===== config.mk =====
export PLATFORM = sky130hd
export DESIGN_NAME = aism_regs
export DESIGN_NICKNAME = d
export VERILOG_FILES = /design/src/rtl/aism_pkg.sv /design/src/rtl/aism_sticky_flag.sv /design/src/rtl/aism_regs.sv
export SDC_FILE = /design/constraint.sdc
export NUM_CORES = 1
export LEC_CHECK = 0
export BUFFER_PORTS_ARGS = -buffer_cell sky130_fd_sc_hd__buf_4
export CELL_PAD_IN_SITES_DETAIL_PLACEMENT = 0
export CELL_PAD_IN_SITES_GLOBAL_PLACEMENT = 1
export CORE_MARGIN = 10
export CORE_UTILIZATION = 35
export CTS_CLUSTER_DIAMETER = 80
export CTS_CLUSTER_SIZE = 25
export DETAILED_ROUTE_END_ITERATION = 8
export MAX_ROUTING_LAYER = met4
export PLACE_DENSITY = 0.84
export SLEW_MARGIN = 5
export SYNTH_ARGS = -nofsm -noshare
export SYNTH_HDL_FRONTEND = slang
export SYNTH_SLANG_ARGS = --single-unit

===== constraint.sdc =====
create_clock -name aclk -period 1.9 [get_ports aclk]
set_input_delay 0.38 -clock aclk [delete_from_list [all_inputs] [get_ports aclk]]
set_output_delay 0.38 -clock aclk [all_outputs]
set_load 0.02 [all_outputs]

===== src/rtl/aism_pkg.sv =====
// Package: register map, field positions and reset values of the ID/status/mode bank
package aism_pkg;
    // Register indices; byte address is four times the index
    localparam logic [1:0] IDX_ID = 2'h0;
    localparam logic [1:0] IDX_STATUS = 2'h1;
    localparam logic [1:0] IDX_MODE = 2'h2;
    localparam int AXI_ADDR_W = 4;
    // Status field positions
    localparam int ST_LOCK = 15;
    localparam int ST_RESYNC = 14;
    localparam int ST_REGMAP = 13;
    localparam int ST_CRC_ERR = 12;
    localparam int ST_CRC_TYPE = 11;
    localparam int ST_RESET = 10;
    localparam int ST_WLEN_LO = 8;
    localparam int ST_CH1 = 1;
    localparam int ST_CH0 = 0;
    // Mode field positions
    localparam int MD_REGCRC = 13;
    localparam int MD_RXCRC = 12;
    localparam int MD_CRC_TYPE = 11;
    localparam int MD_RESET = 10;
    localparam int MD_WLEN_LO = 8;
    localparam int MD_TIMEOUT = 4;
    localparam int MD_SRC_LO = 2;
    localparam int MD_IDLE = 1;
    localparam int MD_FMT = 0;
    // Identification field positions
    localparam int ID_CNT_LO = 8;
    localparam int ID_TOP_LO = 12;
    // Reset values
    localparam logic [15:0] STATUS_RST = 16'h0500;
    localparam logic [15:0] MODE_RST = 16'h0510;
    localparam logic [3:0] CHAN_CNT_DEF = 4'h2;
    // AXI responses
    localparam logic [1:0] RESP_OKAY = 2'h0;
    localparam logic [1:0] RESP_SLVERR = 2'h2;
    // Read channel state machine
    typedef enum logic [1:0] {
        AISM_RD_IDLE = 2'b01,
        AISM_RD_RESP = 2'b10
    } aism_rd_state_t;
endpackage


===== src/rtl/aism_sticky_flag.sv =====
// Module: one sticky event flag, set wins over clear
`timescale 1ns/10ps
`default_nettype none
module aism_sticky_flag #(
    parameter logic RST_VAL = 1'b0
) (
    input wire logic aclk,
    input wire logic aresetn,
    input wire logic set,
    input wire logic clr,
    output logic flag
);
    logic next_flag;

    // A set in the clearing cycle survives, so no event is lost
    always_comb begin
        next_flag = set | (flag & ~clr);
    end

    // Register
    always_ff @(posedge aclk) begin
        if (!aresetn) begin
            flag <= RST_VAL;
        end else begin
            flag <= next_flag;
        end
    end
endmodule // aism_sticky_flag
`default_nettype wire


===== src/rtl/aism_regs.sv =====
// Module: identification, status and mode register bank behind AXI4-Lite
`timescale 1ns/10ps
`default_nettype none
module aism_regs
    import aism_pkg::*;
#(
    parameter logic [3:0] CHANNEL_COUNT = CHAN_CNT_DEF,
    parameter logic [3:0] ID_TOP = 4'h0, // Arbitrary value
    parameter logic [7:0] ID_REVISION = 8'h5A // Arbitrary value
) (
    input wire logic aclk,
    input wire logic aresetn,
    input wire logic [AXI_ADDR_W-1:0] s_axi_awaddr,
    input wire logic s_axi_awvalid,
    output logic s_axi_awready,
    input wire logic [31:0] s_axi_wdata,
    input wire logic [3:0] s_axi_wstrb,
    input wire logic s_axi_wvalid,
    output logic s_axi_wready,
    output logic [1:0] s_axi_bresp,
    output logic s_axi_bvalid,
    input wire logic s_axi_bready,
    input wire logic [AXI_ADDR_W-1:0] s_axi_araddr,
    input wire logic s_axi_arvalid,
    output logic s_axi_arready,
    output logic [31:0] s_axi_rdata,
    output logic [1:0] s_axi_rresp,
    output logic s_axi_rvalid,
    input wire logic s_axi_rready,
    input wire logic interface_locked,
    input wire logic resync_event,
    input wire logic regmap_crc_change,
    input wire logic input_crc_error,
    input wire logic ch1_new_data_flag,
    input wire logic ch0_new_data_flag,
    output logic regmap_crc_en,
    output logic input_crc_en,
    output logic crc_type_ansi,
    output logic [1:0] word_length_select,
    output logic timeout_en,
    output logic [1:0] ready_pin_source_select,
    output logic ready_pin_idle_state,
    output logic ready_pin_pulse_format
);
    // ********************************************************
    // Write channel
    // ********************************************************
    logic aw_full, next_aw_full, w_full, next_w_full;
    logic [1:0] aw_idx, next_aw_idx;
    logic aw_bad, next_aw_bad;
    logic [15:0] wd, next_wd;
    logic [1:0] wstb, next_wstb;
    logic next_awready, next_wready, next_bvalid;
    logic [1:0] next_bresp;
    logic wr_fire;

    // Address and data are latched independently, then committed together
    always_comb begin
        next_aw_full = aw_full;
        next_aw_idx = aw_idx;
        next_aw_bad = aw_bad;
        next_w_full = w_full;
        next_wd = wd;
        next_wstb = wstb;
        next_bvalid = s_axi_bvalid;
        next_bresp = s_axi_bresp;
        wr_fire = 1'b0;
        if (s_axi_awvalid && s_axi_awready) begin
            next_aw_full = 1'b1;
            next_aw_idx = s_axi_awaddr[3:2];
            next_aw_bad = (s_axi_awaddr[3:2] > IDX_MODE);
        end
        if (s_axi_wvalid && s_axi_wready) begin
            next_w_full = 1'b1;
            next_wd = s_axi_wdata[15:0];
            next_wstb = s_axi_wstrb[1:0];
        end
        if (s_axi_bvalid && s_axi_bready) begin
            next_bvalid = 1'b0;
        end
        if (aw_full && w_full && !s_axi_bvalid) begin
            wr_fire = 1'b1;
            next_aw_full = 1'b0;
            next_w_full = 1'b0;
            next_bvalid = 1'b1;
            next_bresp = aw_bad ? RESP_SLVERR : RESP_OKAY;
        end
        // Ready only while the holding slot is free and no response pending
        next_awready = !next_aw_full && !next_bvalid;
        next_wready = !next_w_full && !next_bvalid;
    end

    // Register
    always_ff @(posedge aclk) begin
        if (!aresetn) begin
            {aw_full, w_full, aw_bad} <= 3'h0;
            aw_idx <= 2'h0;
            {wd, wstb} <= 18'h0;
            {s_axi_awready, s_axi_wready} <= 2'h0;
            {s_axi_bvalid, s_axi_bresp} <= {1'b0, RESP_OKAY};
        end else begin
            {aw_full, w_full, aw_bad} <= {next_aw_full, next_w_full, next_aw_bad};
            aw_idx <= next_aw_idx;
            {wd, wstb} <= {next_wd, next_wstb};
            {s_axi_awready, s_axi_wready} <= {next_awready, next_wready};
            {s_axi_bvalid, s_axi_bresp} <= {next_bvalid, next_bresp};
        end
    end

    // ********************************************************
    // Mode register
    // ********************************************************
    logic mode_wr, clr_reset_flag;
    logic [15:0] mode, next_mode;

    // Only the mode index is writable; other indices ignore the data
    assign mode_wr = wr_fire && (aw_idx == IDX_MODE);
    assign clr_reset_flag = mode_wr && wstb[1] && !wd[MD_RESET];

    // Reserved bits are not stored, so they read zero whatever is written
    always_comb begin
        next_mode = mode;
        if (mode_wr && wstb[1]) begin
            next_mode[MD_CRC_TYPE+:3] = wd[MD_CRC_TYPE+:3];
            next_mode[MD_WLEN_LO+:2] = wd[MD_WLEN_LO+:2];
        end
        // Bits 4:0 are all controls, so the low lane is copied as one field
        if (mode_wr && wstb[0]) begin
            next_mode[MD_FMT+:5] = wd[MD_FMT+:5];
        end
    end

    // Register; outputs are copies of the stored fields
    always_ff @(posedge aclk) begin
        if (!aresetn) begin
            mode <= MODE_RST;
            {regmap_crc_en, input_crc_en, crc_type_ansi} <= MODE_RST[MD_CRC_TYPE+:3];
            word_length_select <= MODE_RST[MD_WLEN_LO+:2];
            timeout_en <= MODE_RST[MD_TIMEOUT];
            ready_pin_source_select <= MODE_RST[MD_SRC_LO+:2];
            {ready_pin_idle_state, ready_pin_pulse_format} <= MODE_RST[MD_FMT+:2];
        end else begin
            mode <= next_mode;
            {regmap_crc_en, input_crc_en, crc_type_ansi} <= next_mode[MD_CRC_TYPE+:3];
            word_length_select <= next_mode[MD_WLEN_LO+:2];
            timeout_en <= next_mode[MD_TIMEOUT];
            ready_pin_source_select <= next_mode[MD_SRC_LO+:2];
            {ready_pin_idle_state, ready_pin_pulse_format} <= next_mode[MD_FMT+:2];
        end
    end

    // ********************************************************
    // Status flags
    // ********************************************************
    logic st_rd, resync_occurred_flag, f_regmap, f_crc_err, f_reset;
    logic lock_q, ch1_q, ch0_q;
    logic [15:0] status, id_word;

    // Event flags clear when software reads the status word
    assign st_rd = s_axi_arvalid && s_axi_arready && (s_axi_araddr[3:2] == IDX_STATUS);

    aism_sticky_flag #(.RST_VAL(STATUS_RST[ST_RESYNC])) u_resync (
        .aclk(aclk), .aresetn(aresetn), .clr(st_rd),
        .set(resync_event), .flag(resync_occurred_flag)
    );
    // Change reports only count while register-map CRC runs
    aism_sticky_flag #(.RST_VAL(STATUS_RST[ST_REGMAP])) u_regmap (
        .aclk(aclk), .aresetn(aresetn), .clr(st_rd),
        .set(regmap_crc_change && regmap_crc_en), .flag(f_regmap)
    );
    aism_sticky_flag #(.RST_VAL(STATUS_RST[ST_CRC_ERR])) u_crc_err (
        .aclk(aclk), .aresetn(aresetn), .clr(st_rd),
        .set(input_crc_error && input_crc_en), .flag(f_crc_err)
    );
    // Set only by reset itself; cleared through the mode register
    aism_sticky_flag #(.RST_VAL(STATUS_RST[ST_RESET])) u_reset (
        .aclk(aclk), .aresetn(aresetn), .set(1'b0),
        .clr(clr_reset_flag), .flag(f_reset)
    );

    // Level inputs sampled once so the read word is stable
    always_ff @(posedge aclk) begin
        if (!aresetn) begin
            lock_q <= STATUS_RST[ST_LOCK];
            ch1_q <= STATUS_RST[ST_CH1];
            ch0_q <= STATUS_RST[ST_CH0];
        end else begin
            lock_q <= interface_locked;
            ch1_q <= ch1_new_data_flag;
            ch0_q <= ch0_new_data_flag;
        end
    end

    // Assemble read words
    always_comb begin
        status = 16'h0000;
        status[ST_LOCK] = lock_q;
        status[ST_RESYNC] = resync_occurred_flag;
        status[ST_REGMAP] = f_regmap;
        status[ST_CRC_ERR] = f_crc_err;
        status[ST_CRC_TYPE] = mode[MD_CRC_TYPE];
        status[ST_RESET] = f_reset;
        status[ST_WLEN_LO+:2] = mode[MD_WLEN_LO+:2];
        status[ST_CH1] = ch1_q;
        status[ST_CH0] = ch0_q;
        id_word = {ID_TOP, CHANNEL_COUNT, ID_REVISION};
    end

    // ********************************************************
    // Read channel
    // ********************************************************
    aism_rd_state_t rd_state, next_rd_state;
    logic next_arready, next_rvalid;
    logic [31:0] next_rdata;
    logic [1:0] next_rresp;

    // One read at a time; the word is captured at address acceptance
    always_comb begin
        next_rd_state = rd_state;
        next_arready = s_axi_arready;
        next_rvalid = s_axi_rvalid;
        next_rdata = s_axi_rdata;
        next_rresp = s_axi_rresp;
        case (rd_state)
            AISM_RD_IDLE: begin
                next_arready = 1'b1;
                if (s_axi_arvalid && s_axi_arready) begin
                    next_rd_state = AISM_RD_RESP;
                    next_arready = 1'b0;
                    next_rvalid = 1'b1;
                    next_rresp = RESP_OKAY;
                    case (s_axi_araddr[3:2])
                        IDX_ID: next_rdata = {16'h0000, id_word};
                        IDX_STATUS: next_rdata = {16'h0000, status};
                        IDX_MODE: next_rdata = {16'h0000, mode[15:11], f_reset,
                            mode[9:0]};
                        default: begin
                            next_rdata = 32'h00000000;
                            next_rresp = RESP_SLVERR;
                        end
                    endcase
                end
            end
            AISM_RD_RESP: begin
                if (s_axi_rready) begin
                    next_rd_state = AISM_RD_IDLE;
                    next_rvalid = 1'b0;
                    next_arready = 1'b1;
                end
            end
            default: begin
                next_rd_state = AISM_RD_IDLE;
                next_rvalid = 1'b0;
                next_arready = 1'b0;
            end
        endcase
    end

    // Register
    always_ff @(posedge aclk) begin
        if (!aresetn) begin
            rd_state <= AISM_RD_IDLE;
            {s_axi_arready, s_axi_rvalid} <= 2'h0;
            {s_axi_rresp, s_axi_rdata} <= {RESP_OKAY, 32'h00000000};
        end else begin
            rd_state <= next_rd_state;
            {s_axi_arready, s_axi_rvalid} <= {next_arready, next_rvalid};
            {s_axi_rresp, s_axi_rdata} <= {next_rresp, next_rdata};
        end
    end
endmodule // aism_regs
`default_nettype wire


* Yosys cells after proc, flatten, opt, wreduce, memory -nomap -nowiden
Index checks and enable logic that the tools add are counted.
Storage, ports and cells: input port bits 57, word-level logic and storage cells 94, register bits after elaboration 91
Cells by class: reduce and logical (&&, ||, !) cells 24, order comparisons 1, bitwise logic cells 9, multiplexer cells 22, eq/ne operators 7
Operator list (number):
- $pmux W16 S3 | 1
- $logic_and A1 B1 Y1 | 15
- $mux W1 | 11
- $mux W2 | 5
- $eq A2 B2 Y1 const B | 3
- $logic_not A1 Y1 | 5
- $mux W5 | 1
- $and A1 B1 Y1 | 4
- $eq A2 B1 Y1 const B | 2
- $ne A2 B2 Y1 const B | 2
- $pmux W1 S2 | 2
- $pmux W2 S2 | 1
- $reduce_and A2 Y1 | 2
- $mux W3 | 1
- $or A1 B1 Y1 | 3
- $reduce_or A3 Y1 | 1
- $gt A2 B2 Y1 const B | 1
- $logic_not A2 Y1 | 1
- $not A1 Y1 | 2

* Logic depth before layout (Yosys ltp)
depth after elaboration 8, mapped depth 6, gate-level depth less buffers 5

* Hierarchy
A second synthesis with hierarchy kept.
Second synthesis, totals: cells, all modules 275, area, all modules 2389.8 µm²
Modules (own cells, without submodules):
- aism_regs | sequential area each 1061.0 µm², cells each 263, area each 2232.1 µm², times used 1
- aism_sticky_flag (u_crc_err ...) | sequential area each 20.0 µm², cells each 3, area each 41.3 µm², times used 3
- aism_sticky_flag (u_reset) | sequential area each 20.0 µm², cells each 3, area each 33.8 µm², times used 1

* Least setup slack after synthesis
Ideal clock, no wire load.
path kind register to register, from register, netlist name s_axi_rvalid, to register s_axi_rdata[10], setup time 124 ps, cell stages (with the launch flop) 7, data arrival time 1275 ps, path slack 500 ps, path buffers 1, cell sequence dfxtp_1 inv_1 ha_1 and3_1 buf_4 o21ai_1 o21ai_0
RTL lines:
- end signal, assigned | RTL line aism_regs.sv:264 | {s_axi_rresp, s_axi_rdata} <= {RESP_OKAY, 32'h00000000};
- end signal, assigned | RTL line aism_regs.sv:268 | {s_axi_rresp, s_axi_rdata} <= {next_rresp, next_rdata};
- end, declared | RTL line aism_regs.sv:26 | output logic [31:0] s_axi_rdata,

==> flow_summary.ini <==
[detailed_routing]
drt_first_pass_iters = 4
num_vias = 1909
routed_wl_um = 5880
first_iter_violations = 64
wl_per_cell_um = 14.3
vias_per_cell = 4.66
ant_nets = 0
drcViolationCount = 0

[die]
std_cell_rows = 29
fp.dieW_um = 102
dieArea_um2 = 10300
die_y_um = 102
ioPinCount = 108
coreArea_um2 = 6420
initial_core_util_pct = 36.3

[synthesis]
synth_cell_types = 35
synth_seq_cells = 57
yosysWarnings = 0
async_flop_share_pct = 0
synth_top_area_cell = dfxtp_1
avgSynthCellArea_um2 = 8.67
ys_top_cells_by_area = dfxtp_1 (49%), nand2_1 (10%), buf_4 (7.1%)
ys.flop_type = dfxtp_1
yosysTopAreaCellShare_pct = 49.0
ys_seq_area_share_pct = 49.0
syn_area_um2 = 2330
synth_edf_count = 0
synth_cells = 269

[placed_design]
dpl.hpwl_um = 4300
place_area_um2 = 2750
place.port_buffers = 60
gp_congestion = 0.762

[clocking]
post_cts_buffers = 0
post_cts_resized = 0
clk_latency_ns = 0.33
cts_tree = built
clkSinkCount = 57
numCtsBuffers = 9
cts_max_path_buffers = 2
hold_buffers = 0
clockRootBuffer = clkbuf_8
path_clk_slew_ns = 0.07
htreeDepth = 3

[final_layout]
fin_area_um2 = 2960
multiInputGateArea_um2 = 1030
n_fill_cell = 653
fin_nets = 387
final_util_pct = 46.2
regArea_um2 = 1140
area_delta_synth_final_pct = 27.2
drive_gt1_share_pct = 24.3
antenna_cells = 0

[timing]
tightest_slew_ns = 0.542
finalSetupViolCount = 0
rsz0062_at_grt = no
hold_viol = 0
setup_tns_ns = 0
finalCritPeriodShare_pct = 86.5
slew-limit-headroom_pct = 63.9
maxSlewViolCount = 0
fin_hold_ws_ns = 0.258
fin_crit_ns = 1.64
fin_skew_ns = 0.00897
fmax_mhz = 609

[global_routing]
grt_pass1_wl_um = 9290
grt_pass1_vias = 1945
antenna_found_initial = 0
grt_max_degree = 34
grt_overflow = 0
grtUsageTotal_pct = 11.8

[critical_path]
crit_required_ns = 2.16
start_kind = flop
crit_chain = inv_1 -> ha_1 -> nand3_2 -> a211o_1 -> a21oi_1
crit_path_max_fanout = 17
cp_slowest_cell = a211o_1
crit_path_end_kind = flop
arrival_ns = 1.90
worst-path-buf-inv = 1
crit_type = reg2reg
critical-path-top-delay-family = compound AO/OA/AOI/OAI gates
max_stage_delay_ns = 0.36

[power]
p_leak_nw = 1.27
ir_worst_vdd_mv = 0.437
powerDensity_nw_per_um2 = 1050
power.total_w = 0.00311

[run]
cap_violations = 0

[min_path]
hold_class = in2reg

[status]
status = complete, no violations
==> placed cells by master (no fill, tap or decap), drive strengths merged, types with 3 or more instances in the layout <==
cell type	n
dfxtp	57
o21ai	11
a221oi	4
a21oi	28
nor2b	3
mux2i	11
buf	62
clkinv	4
inv	5
clkbuf	10
nand2	63
and2	4
conb	20
nor2	15
nor3	3
nand3	8
==> flip-flops by register name (all words and copies together), names as in the netlist, 2 cells and up <==
signal,count
aw_idx,2
wd,11
s_axi_rdata,14
wstb,2
mode,7
==> cells in the mapped netlist, types with 3 or more instances <==
cell type	count
a21oi_1	28
and2_1	4
nor2_1	15
buf_4	22
clkbuf_1	8
nand2_1	63
nand3_1	7
o21ai_0	10
dfxtp_1	57
a221oi_1	4
mux2i_1	11
nor2b_1	3
inv_1	5
buf_2	3
==> layer usage <==
layer	share of wire, %	wire length [um]	up-vias	global-route usage [%]
met1	45	2650	859	12.8
met3	7.0	410	8	4.83
met4	1.3	76	0	4.95
met5	0	0	-	-
li1	-	-	990	-
met2	47	2740	52	18.8
==> metrics by stage <==
step | cells | setup WS (ns)
2_1_floorplan | 288 | 0.500
5_1_grt | 410 | 0.158
6_report | 410 | 0.257
3_5_place_dp | 394 | 0.274
4_1_cts | 410 | 0.244
3_3_place_gp | 394 | 0.334
==> final cells by class <==
cell class              instances  share of cell area, %
well taps                      77                   3.25
flip-flops and latches         57                   38.5
repair buffers                 62                   15.7
clock inverters                 6                   2.79
clock buffers                  10                   4.31
inverters                       6                  0.760
multi-input cells             192                   34.7
==> cell families (layout without fill, tap and decap cells) <==
| family | after synthesis | after routing | share of synthesized area [%] |
|---|---|---|---|
| AOI/OAI and AO/OA | 53 | 53 | 13.5 |
| adders and majority gates | 2 | 2 | 1.07 |
| DFF | 57 | 57 | 49.0 |
| buffers and inverters | 39 | 84 | 9.98 |
| muxes | 11 | 11 | 4.72 |
| other | 1 | 20 | 0.161 |
| and+or+nand+nor | 106 | 106 | 21.6 |
==> path summary, 6_finish.rpt <==
path,endpoint,cells past startpoint,slack (ns),from
worst min-delay path,lock_q,2,0.26,interface_locked
worst max register to register,s_axi_rdata[4],5,0.26,s_axi_rvalid
worst min register to register,s_axi_rdata[2],2,0.45,s_axi_rdata[2]
worst max-delay path,s_axi_rdata[4],5,0.26,s_axi_rvalid
==> power breakdown <==
part	leakage (nW)	internal, W	switching [W]
Sequential	0.464	0.00128	0.0000668
Combinational	0.697	0.000220	0.000336
Clock	0.106	0.000731	0.000472
Total	1.27	0.00223	0.000875
No activity file was read; power rests on OpenSTA's default activity.
